**src/include/thermal_cfg.svh**
```systemverilog
// constants of the thermal status register bank
`ifndef THERMAL_CFG_SVH
`define THERMAL_CFG_SVH

// ************************************************
// register byte addresses
// ************************************************
`define ADDR_DEVICE_TYPE 12'h004
`define ADDR_CRIT_LOW_LOWER 12'h088
`define ADDR_CRIT_LOW_UPPER 12'h08c
`define ADDR_DEVICE_STATUS 12'h0c0
`define ADDR_TEMP_LOWER 12'h0c4
`define ADDR_TEMP_UPPER 12'h0c8
`define ADDR_IRQ_STATUS 12'h100
`define ADDR_IRQ_ENABLE 12'h104
`define ADDR_IRQ_CLEAR 12'h108

// ************************************************
// reset values and codes
// ************************************************
`define RST_DEVICE_TYPE 8'h00
`define RST_CRIT_LOW 8'h00
`define RST_TEMP 16'h0000
`define THERMAL_PRESENT_CODE 8'h18

// ************************************************
// field positions
// ************************************************
`define STATUS_IRQ_BIT 7
`define STATUS_WRITE_BIT 3
`define STATUS_OVERRIDE_BIT 2
`define EVT_CONVERSION_BIT 0
`define EVT_WRITE_DONE_BIT 1
`define EVT_WIDTH 2

// ************************************************
// timing
// ************************************************
`define STRAP_SETTLE_CYCLES 2'h2

`endif

```
**src/include/thermal_pkg.sv**
```systemverilog
// types of the thermal status register bank
package thermal_pkg;

  typedef enum logic [1:0] {
    STRAP_WAIT = 2'b00,
    STRAP_SETTLE = 2'b01,
    STRAP_DONE = 2'b10
  } strap_state_t;

  typedef struct packed {
    logic [7:0] device_type_selection;
    logic [7:0] critical_low_limit_lower_byte;
    logic [7:0] critical_low_limit_upper;
    logic [15:0] sensed_temperature;
    logic strap_sync1;
    logic strap_sync2;
    strap_state_t strap_state;
    logic [1:0] strap_count;
    logic override_allowed;
    logic write_busy_prev;
    logic [31:0] prdata;
  } bank_state_t;

  typedef struct packed {
    logic [1:0] status;
    logic [1:0] enable;
  } irq_state_t;

endpackage

```
**src/include/irq_if.sv**
```systemverilog
// carrier between the register bank and its interrupt block
`timescale 1ns/1ns
interface irq_if;
  logic [1:0] events;
  logic clear_wr;
  logic enable_wr;
  logic [1:0] wdata;
  logic [1:0] status;
  logic [1:0] enable;
  logic irq;

  modport bank (output events, output clear_wr, output enable_wr, output wdata,
    input status, input enable, input irq);
  modport irq_block (input events, input clear_wr, input enable_wr, input wdata,
    output status, output enable, output irq);
endinterface

```
**src/logic/event_irq.sv**
```systemverilog
// sticky event status, enable mask and level interrupt
`timescale 1ns/1ns
module event_irq
  import thermal_pkg::*;
(
  // clock and reset
  input wire logic pclk,
  input wire logic presetn,
  // bank side
  irq_if.irq_block ctl
);

  irq_state_t st;
  irq_state_t next_st;

  // ************************************************
  // next state
  // ************************************************
  always_comb begin
    next_st = st;
    // set wins over a clear in the same cycle
    if (ctl.clear_wr) begin
      next_st.status = (st.status & ~ctl.wdata) | ctl.events;
    end else begin
      next_st.status = st.status | ctl.events;
    end
    if (ctl.enable_wr) begin
      next_st.enable = ctl.wdata;
    end
  end

  always_ff @(posedge pclk or negedge presetn) begin
    if (!presetn) begin
      st <= '0;
    end else begin
      st <= next_st;
    end
  end

  assign ctl.status = st.status;
  assign ctl.enable = st.enable;
  assign ctl.irq = |(st.status & st.enable);

endmodule

```
**src/logic/thermal_status_register_bank.sv**
```systemverilog
// apb register bank: critical low limit, device status and sensed temperature
`timescale 1ns/1ns
`include "thermal_cfg.svh"
module thermal_status_register_bank
  import thermal_pkg::*;
(
  // clock and reset
  input wire logic pclk,
  input wire logic presetn,
  // apb slave
  input wire logic psel,
  input wire logic penable,
  input wire logic pwrite,
  input wire logic [11:0] paddr,
  input wire logic [31:0] pwdata,
  input wire logic [3:0] pstrb,
  output logic pready,
  output logic pslverr,
  output logic [31:0] prdata,
  // sensor and storage engine
  input wire logic conversion_valid,
  input wire logic [15:0] conversion_data,
  input wire logic internal_write_busy,
  // strap sense, high when the pin is tied straight to ground
  input wire logic address_strap_pin,
  // interrupt
  output logic irq
);

  bank_state_t st;
  bank_state_t next_st;
  irq_if ctl ();

  logic thermal_on;
  logic setup_phase;
  logic access_write;
  logic write_allowed;
  logic [7:0] device_status;
  logic conversion_take;

  // ************************************************
  // address decode
  // ************************************************
  function automatic logic is_mapped(input logic [11:0] addr);
    logic hit;
    hit = 1'b0;
    if (addr == `ADDR_DEVICE_TYPE) begin
      hit = 1'b1;
    end else if (addr == `ADDR_CRIT_LOW_LOWER) begin
      hit = 1'b1;
    end else if (addr == `ADDR_CRIT_LOW_UPPER) begin
      hit = 1'b1;
    end else if (addr == `ADDR_DEVICE_STATUS) begin
      hit = 1'b1;
    end else if (addr == `ADDR_TEMP_LOWER) begin
      hit = 1'b1;
    end else if (addr == `ADDR_TEMP_UPPER) begin
      hit = 1'b1;
    end else if (addr == `ADDR_IRQ_STATUS) begin
      hit = 1'b1;
    end else if (addr == `ADDR_IRQ_ENABLE) begin
      hit = 1'b1;
    end else if (addr == `ADDR_IRQ_CLEAR) begin
      hit = 1'b1;
    end
    return hit;
  endfunction

  function automatic logic is_write(input logic [11:0] addr, input logic [11:0] target);
    return access_write && write_allowed && pstrb[0] && (addr == target);
  endfunction

  // ************************************************
  // status and gating
  // ************************************************
  assign thermal_on = (st.device_type_selection == `THERMAL_PRESENT_CODE);
  assign setup_phase = psel && !penable;
  assign access_write = psel && penable && pwrite;
  // no wait states, so a busy engine cannot stall the bus; the write is dropped
  assign write_allowed = !internal_write_busy;
  // the capture is gated too, so stale data is not shown once enabled
  assign conversion_take = conversion_valid && thermal_on;

  always_comb begin
    device_status = 8'h00;
    device_status[`STATUS_IRQ_BIT] = ctl.irq;
    device_status[`STATUS_WRITE_BIT] = internal_write_busy;
    device_status[`STATUS_OVERRIDE_BIT] = st.override_allowed;
  end

  // ************************************************
  // interrupt block
  // ************************************************
  always_comb begin
    ctl.events = '0;
    ctl.events[`EVT_CONVERSION_BIT] = conversion_take;
    ctl.events[`EVT_WRITE_DONE_BIT] = st.write_busy_prev && !internal_write_busy;
    ctl.clear_wr = is_write(paddr, `ADDR_IRQ_CLEAR);
    ctl.enable_wr = is_write(paddr, `ADDR_IRQ_ENABLE);
    ctl.wdata = pwdata[`EVT_WIDTH-1:0];
  end

  event_irq u_event_irq (
    .pclk(pclk),
    .presetn(presetn),
    .ctl(ctl)
  );

  // ************************************************
  // next state
  // ************************************************
  always_comb begin
    next_st = st;

    // two-flop synchroniser; the first stage feeds only the second
    next_st.strap_sync1 = address_strap_pin;
    next_st.strap_sync2 = st.strap_sync1;

    // strap caught once after reset release, never again
    case (st.strap_state)
      STRAP_WAIT: begin
        next_st.strap_count = 2'h0;
        next_st.strap_state = STRAP_SETTLE;
      end
      STRAP_SETTLE: begin
        if (st.strap_count == `STRAP_SETTLE_CYCLES) begin
          next_st.override_allowed = st.strap_sync2;
          next_st.strap_state = STRAP_DONE;
        end else begin
          next_st.strap_count = st.strap_count + 2'h1;
        end
      end
      STRAP_DONE: begin
        next_st.strap_state = STRAP_DONE;
      end
      default: begin
        next_st.strap_state = STRAP_WAIT;
      end
    endcase

    next_st.write_busy_prev = internal_write_busy;

    // whole word captured in one edge
    if (conversion_take) begin
      next_st.sensed_temperature = conversion_data;
    end

    // register writes, low byte lane only
    if (is_write(paddr, `ADDR_DEVICE_TYPE)) begin
      next_st.device_type_selection = pwdata[7:0];
    end
    if (is_write(paddr, `ADDR_CRIT_LOW_LOWER) && thermal_on) begin
      next_st.critical_low_limit_lower_byte = pwdata[7:0];
    end
    if (is_write(paddr, `ADDR_CRIT_LOW_UPPER) && thermal_on) begin
      next_st.critical_low_limit_upper = pwdata[7:0];
    end

    // read data prepared in the setup cycle, shown in the access cycle
    if (setup_phase && !pwrite) begin
      next_st.prdata = 32'h0000_0000;
      if (paddr == `ADDR_DEVICE_TYPE) begin
        next_st.prdata[7:0] = st.device_type_selection;
      end else if (paddr == `ADDR_CRIT_LOW_LOWER && thermal_on) begin
        next_st.prdata[7:0] = st.critical_low_limit_lower_byte;
      end else if (paddr == `ADDR_CRIT_LOW_UPPER && thermal_on) begin
        next_st.prdata[7:0] = st.critical_low_limit_upper;
      end else if (paddr == `ADDR_DEVICE_STATUS) begin
        next_st.prdata[7:0] = device_status;
      end else if (paddr == `ADDR_TEMP_LOWER && thermal_on) begin
        next_st.prdata[7:0] = st.sensed_temperature[7:0];
      end else if (paddr == `ADDR_TEMP_UPPER && thermal_on) begin
        next_st.prdata[7:0] = st.sensed_temperature[15:8];
      end else if (paddr == `ADDR_IRQ_STATUS) begin
        next_st.prdata[`EVT_WIDTH-1:0] = ctl.status;
      end else if (paddr == `ADDR_IRQ_ENABLE) begin
        next_st.prdata[`EVT_WIDTH-1:0] = ctl.enable;
      end
    end
  end

  // ************************************************
  // state register
  // ************************************************
  always_ff @(posedge pclk or negedge presetn) begin
    if (!presetn) begin
      st.device_type_selection <= `RST_DEVICE_TYPE;
      st.critical_low_limit_lower_byte <= `RST_CRIT_LOW;
      st.critical_low_limit_upper <= `RST_CRIT_LOW;
      st.sensed_temperature <= `RST_TEMP;
      st.strap_sync1 <= 1'b0;
      st.strap_sync2 <= 1'b0;
      st.strap_state <= STRAP_WAIT;
      st.strap_count <= 2'h0;
      st.override_allowed <= 1'b0;
      st.write_busy_prev <= 1'b0;
      st.prdata <= 32'h0000_0000;
    end else begin
      st <= next_st;
    end
  end

  // ************************************************
  // outputs
  // ************************************************
  assign pready = 1'b1;
  assign pslverr = psel && penable && !is_mapped(paddr);
  assign prdata = st.prdata;
  assign irq = ctl.irq;

endmodule

```
**config.mk**
```make
export PLATFORM = sky130hd
export DESIGN_NAME = thermal_status_register_bank
export DESIGN_NICKNAME = d
export VERILOG_FILES = /design/src/include/thermal_pkg.sv /design/src/include/irq_if.sv /design/src/logic/event_irq.sv /design/src/logic/thermal_status_register_bank.sv
export VERILOG_INCLUDE_DIRS = /design/src /design/src/include
export SDC_FILE = /design/constraint.sdc
export NUM_CORES = 1
export LEC_CHECK = 0
export BUFFER_PORTS_ARGS = -buffer_cell sky130_fd_sc_hd__buf_2
export CAP_MARGIN = 25
export CORE_MARGIN = 1.5
export CORE_UTILIZATION = 55
export CTS_CLUSTER_DIAMETER = 150
export DETAILED_ROUTE_END_ITERATION = 6
export PLACE_DENSITY_LB_ADDON = 0.2
export SLEW_MARGIN = 20
export SYNTH_ARGS = -nofsm -noshare
export SYNTH_HDL_FRONTEND = slang
export SYNTH_SLANG_ARGS = --single-unit
```
**constraint.sdc**
```tcl
create_clock -name pclk -period 4 [get_ports pclk]
set_input_delay 0.4 -clock pclk [delete_from_list [all_inputs] [get_ports pclk]]
set_output_delay 0.4 -clock pclk [all_outputs]
set_load 0.02 [all_outputs]
```
Word-level counts from Yosys, hierarchy flattened
Cells that the tools add are included.
{ "totals": {"output_inout_bits": 35, "ff_bits": 60, "word_cells": 86} }
{ "op_classes": {"bitwise_logic": 5, "reduce_logical": 29, "n_eq_ne": 15, "n_addsub": 1, "muxes": 23} }
{ "op_table": {"columns": ["op", "n"], "rows": [
  ["$eq A12 B8 Y1 const B", 5],
  ["$mux W8", 5],
  ["$eq A12 B9 Y1 const B", 3],
  ["$logic_and A1 B1 Y1", 20],
  ["$eq A12 B3 Y1 const B", 1],
  ["$mux W2", 6],
  ["$mux W1", 9],
  ["$eq A8 B5 Y1 const B", 1],
  ["$mux W6", 1],
  ["$pmux W2 S3", 1],
  ["$and A2 B2 Y2", 2],
  ["$eq A2 B2 Y1 const B", 2],
  ["$logic_not A1 Y1", 4],
  ["$ne A2 B2 Y1 const B", 2],
  ["$or A2 B2 Y2", 2],
  ["$pmux W2 S2", 1],
  ["$reduce_and A2 Y1", 2],
  ["$add A2 B1 Y2 const B", 1],
  ["$eq A2 B1 Y1 const B", 1],
  ["$logic_not A2 Y1", 1],
  ["$not A2 Y2", 1],
  ["$reduce_bool A2 Y1", 1],
  ["$reduce_or A2 Y1", 1]
]} }

Logic depth before layout (Yosys ltp)
{ "logic_depth": {"word_depth": 12, "depth_mapped": 6, "ltp_nobuf": 5} }

Modules after synthesis
A second synthesis with hierarchy kept.
{ "hier_totals": {"cells_unflattened": 298, "area_unflattened_um2": 3072.9} }
{ "by_module_without_submodules": {"columns": ["mod", "cells_each", "seq_area_each_um2", "area_each_um2", "n_inst"], "rows": [
  ["thermal_status_register_bank", 287, 1401.3, 2911.5, 1],
  ["event_irq", 11, 100.1, 161.4, 1]
]} }

Worst setup path after synthesis
Ideal clock, no wire load.
{ "synth_timing": {"path_type": "input to register", "start": "input port paddr[2]", "end": "register st[64] in the netlist's numbering", "path_stages": 6, "path_buffers": 1, "setup_slack_ns": 1.840, "t_required_ns": 3.875, "arrival_time_ns": 2.035, "path_cell_list": "buf_2 or4b_4 nor3_4 nand2_4 nor2_2 mux2_2"} }
{ "synth_between": {"elab_chain_len": 3} }
{ "synth_rtl": {"columns": ["element", "line", "text"], "rows": [
  ["from (decl)", "thermal_status_register_bank.sv:14", "input wire logic [11:0] paddr,"],
  ["$eq A12 B8 Y1", "thermal_status_register_bank.sv:70", "return access_write && write_allowed && pstrb[0] && (addr == target);"],
  ["$logic_and A1 B1 Y1", "thermal_status_register_bank.sv:70", null],
  ["$logic_and A1 B1 Y1", "thermal_status_register_bank.sv:152", "if (is_write(paddr, `ADDR_CRIT_LOW_LOWER) && thermal_on) begin"],
  ["to (signal assigned)", "thermal_status_register_bank.sv:199", "st <= next_st;"],
  ["to (decl)", "thermal_status_register_bank.sv:30", "bank_state_t st;"]
]} }
No other way between the ends.
A chain may end at the register's enable or synchronous reset.

Final worst setup path
{ "layout_timing": {"start": "input port paddr[5]", "end": "output port pslverr"} }
{ "layout_between": {"elab_chain_len": 12} }
{ "layout_rtl": {"columns": ["element", "line", "text"], "rows": [
  ["$eq A12 B9 Y1 (no source line)", null, null],
  ["$mux W1", "thermal_status_register_bank.sv:63", "end else if (addr == `ADDR_IRQ_CLEAR) begin"],
  ["$mux W1", "thermal_status_register_bank.sv:61", "end else if (addr == `ADDR_IRQ_ENABLE) begin"],
  ["$mux W1", "thermal_status_register_bank.sv:59", "end else if (addr == `ADDR_IRQ_STATUS) begin"],
  ["$mux W1", "thermal_status_register_bank.sv:57", "end else if (addr == `ADDR_TEMP_UPPER) begin"],
  ["$mux W1", "thermal_status_register_bank.sv:55", "end else if (addr == `ADDR_TEMP_LOWER) begin"],
  ["$mux W1", "thermal_status_register_bank.sv:53", "end else if (addr == `ADDR_DEVICE_STATUS) begin"],
  ["$mux W1", "thermal_status_register_bank.sv:51", "end else if (addr == `ADDR_CRIT_LOW_UPPER) begin"],
  ["$mux W1", "thermal_status_register_bank.sv:49", "end else if (addr == `ADDR_CRIT_LOW_LOWER) begin"],
  ["$mux W1 (*)", "thermal_status_register_bank.sv:47", "if (addr == `ADDR_DEVICE_TYPE) begin"],
  ["$logic_not A1 Y1 (*)", "thermal_status_register_bank.sv:207", "assign pslverr = psel && penable && !is_mapped(paddr);"],
  ["$logic_and A1 B1 Y1 (*)", "thermal_status_register_bank.sv:207", null],
  ["to (decl)", "thermal_status_register_bank.sv:18", "output logic pslverr,"]
]} }
Mark *: on every way between the ends. The rest lies on a longest branch, timed or not.

==> results.md <==
* Std cell rows at 27
* DRC violations left at 0
* Via total after detailed routing at 2278
* Yosys synthesis warning count at 0
* Die height at 79.4 µm
* Proportion of netlist area held by the largest area contributor at 46.7%
* Area of the core at roughly 5600 µm²
* Post-CTS setup-driven buffer insertion count at 0
* Cell with the most instances on the worst path: buf_2
* Maximum number of pins on one net before global-route repair at 61
* Final count of pins violating max slew at 0
* Beginning of the worst register-to-register path: st[77]$_DFFE_PN0P_
* Run status: complete, no violations
* Clock tree from TritonCTS: built
* Area of the die at about 6300 µm²
* Area fraction in compound gates after synthesis at 12.9%
* Part of the Yosys area used for sequential elements at 46.7%
* Total grt overflow at 0
* Critical Path Source Type: primary input
* Chain of cells forming the critical path: buf_2 > nor4b_1 > nand3_1 > a221oi_1 > nor4_1 > buf_2
* Unique cell type count in the Yosys netlist at 54
* Worst Reg-to-Reg Cells at 5
* Antenna violations before repair at 0
* Total Routing Usage GR at between 20 and 25%
* Mapped Area at around 3200 µm²
* Reg-to-reg endpoint: st[64]$_DFFE_PN0P_
* Setup TNS Final at 0 ns
* Number of clock sinks at 60
* Final count of negative-setup-slack endpoints at 0
* Slew of the pin with the lowest slew margin at about 0.74 ns
* Endpoint class of the critical path: output pin
* # hold bufs at CTS at 0
* I/O pin cnt at 107
* Fraction of synthesis flops using an asynchronous set or reset pin at 100%
* Placed cell count at just under 400
* Clk pin slew, worst setup/hold paths at about 0.06 ns
* Initial core utilization at 57.6%
* Area share of fa/ha/maj cells after synthesis at ~1.2%
* Syn_area_per_cell at 11.7 µm²
* First-pass GRT wire length at between 10000 and 15000 µm
* Unrepaired setup endpoints after global routing: false
* Total buffers and inverters traversed by the critical path at 2
* DR pass1 iterations at 4
* Crit path arrival time at 2.07 ns
* Post-route clock skew at 0.00637 ns
* Cells taking the most area after synthesis: dfrtp_1 (47%), mux2_2 (15%), buf_4 (7.7%)
* Number of synthesized flops with an enable pin at 0
* Slowest CP cell: nor4b_1
* Static Leakage at 1.76 nW
* Number of buffers created by CTS at 9
* Overall die width at 79.4 µm
* Highest fanout seen on the critical path at 6
* Maximum vdd ir drop at 0.283 mV
* Final-layout worst hold slack at 0.168 ns
* Period utilization at 61.8%
* Cell count after synthesis at 274
* Total detailed-routing wirelength at 6590 µm
* PostCTS Resize Cnt at 0
* CP peak stage delay at 0.53 ns
* Number of nets with antenna violations after detailed routing at 0
* Antenna cell count at 0
* Synthesis-stage register bit count at 60
* Category of cells accounting for the largest share of critical-path delay: simple AND/OR/NAND/NOR gates
* Max Fclk at 405 MHz
* Share of cell area taken by muxes after synthesis at 15.7%
* Insertion delay of the later-clocked pin in the worst-skew pair at 0.34 ns
* Worst hold-check path type: primary input to flip-flop
* Final weighted congestion of routability-driven global placement at 0.888
* Critical path capture point: pslverr
* Simple logic cell fraction of the synthesized area at roughly an eighth
* HPWL Detailed at 4820 µm
* FF-to-FF setup slack at 1.59 ns
* Layout cell share with drive strength beyond 1 at 40.7%
* Logic depth of the worst path, buffers included at 6
* Maxcap violations at 0
* Fin crit period at 2.47 ns
* Required time at the worst-slack endpoint at 3.60 ns
* Post-DR wirelength/cell at about 16 µm
* Launching element of the worst setup path: paddr[5]
* Power density over cell area at 358 nW/µm²
* Slew margin rel. at 50.6%
* Biggest area consumer among synthesized cells: dfrtp_1
* Hold Fails Final Rpt at 0
* CTS H-Tree Depth at 3
* Clock buffer depth at 2
* Root buffer cell: clkbuf_8
* Combinational family with the most area after synthesis: multiplexers
* Classification of the worst setup path: primary input to output pin
* Total number of nets in the final design at 399
* Most used flip-flop cell after synthesis: dfrtp_1
* Via count of the first global-routing pass at 2151
* Number of cells in the finished layout apart from fillers at 401
* DR vias/cell at 5.68
* Synth-to-layout area growth at 11.5%
* # port buffers at 54
* DRC marker count from the first detailed-route iteration at 108
* XOR/XNOR Fraction of Synth Area at less than 1%
-- metal layers --
layer	vias to the layer above	share of wire, %	track usage (%)
met2	93	46	36.1
met3	8	7.3	6.74
met4	0	1.2	5.61
met5	-	0	0
met1	1112	45	30.3
li1	1065	-	-
-- per-stage QoR --
stage                     total power [mW]  cell area [µm²]  util, %  setup WS [ns]
after floorplan                      0.726             3300        -           1.84
after detailed placement             0.749             3380     60.7           1.53
after global routing                  1.33             3580     64.3           1.32
final                                 1.28             3580     64.3           1.53
after global placement               0.748             3380     60.7           1.54
after CTS                             1.29             3580     64.3           1.55
-- layout make-up --
| cell class | instances | area, µm² |
|---|---|---|
| fill | 490 | 1990 |
| sequential | 60 | 1500 |
| multi-input combinational | 188 | 1470 |
| timing repair buffer | 56 | 285 |
| clock buffer | 10 | 138 |
| tap | 72 | 90.1 |
| clock inverter | 6 | 63.8 |
| inverter | 9 | 33.8 |
-- sequential cells by signal, indices dropped and copies added, names as in the netlist --
register                cells
device_status               1
next_st                     1
prdata                      8
st                         46
u_event_irq.ctl.enable      2
u_event_irq.ctl.status      2
-- worst min-delay path by stage --
| stage | to | cells after the start | start | slack (ns) |
|---|---|---|---|---|
| 3_5_place_dp | st[38]$_DFF_PN0_ | 0 | next_st[38]$_DFF_PN0_ | 0.33 |
| 4_1_cts | next_st[38]$_DFF_PN0_ | 1 | address_strap_pin | 0.16 |
| 2_1_floorplan | device_status[2]$_DFFE_PN0P_ | 0 | presetn | 0.10 |
| 3_3_place_gp | st[38]$_DFF_PN0_ | 0 | next_st[38]$_DFF_PN0_ | 0.33 |
| 5_1_grt | next_st[38]$_DFF_PN0_ | 1 | address_strap_pin | 0.16 |
| 6_report | next_st[38]$_DFF_PN0_ | 1 | address_strap_pin | 0.17 |
-- cells by family (layout without fill, tap and decap cells) --
logic type               Yosys count  in the layout
AO/OA/AOI/OAI                     51             51
XOR/XNOR                           1              1
adder cells (fa/ha/maj)            3              3
buffers and inverters             49             81
flip-flops                        60             60
multiplexers                      45             45
other                              2             25
AND/OR/NAND/NOR                   63             63
-- report_power, final --
group | internal, mW | switching [mW] | total (mW)
Sequential | 0.617 | 0.00653 | 0.623
Clock | 0.303 | 0.240 | 0.543
Combinational | 0.0383 | 0.0764 | 0.115
Total | 0.958 | 0.323 | 1.28
-- cells in the mapped netlist, types with 3 or more instances --
cell	instances
o221ai_1	6
a22oi_1	7
a221oi_1	4
buf_4	33
nand3_1	3
o31ai_1	4
mux2_2	43
o21ai_0	3
nor2_1	6
a22o_1	4
and2_1	3
nand2_1	16
nor4_1	5
clkbuf_1	3
a21oi_1	5
ha_1	3
nor3_1	6
inv_1	9
dfrtp_1	60
or4b_4	3
o22ai_1	5
-- placed cells by master, fill, tap and decap left out, drive strengths merged, types with 2 or more instances in the layout --
master,count
a211oi,2
a21oi,5
a221oi,6
a22o,4
a22oi,7
a311o,2
and2,3
buf,56
clkbuf,10
clkinv,3
clkinvlp,2
conb,25
dfrtp,60
ha,3
inv,9
mux2,43
mux2i,2
nand2,17
nand2b,2
nand3,3
nor2,8
nor2b,2
nor3,7
nor4,6
nor4b,2
o21ai,3
o221ai,6
o22ai,5
o2bb2ai,2
o31ai,6
or3,2
or4b,3
Power figures use the tool's default switching activity.
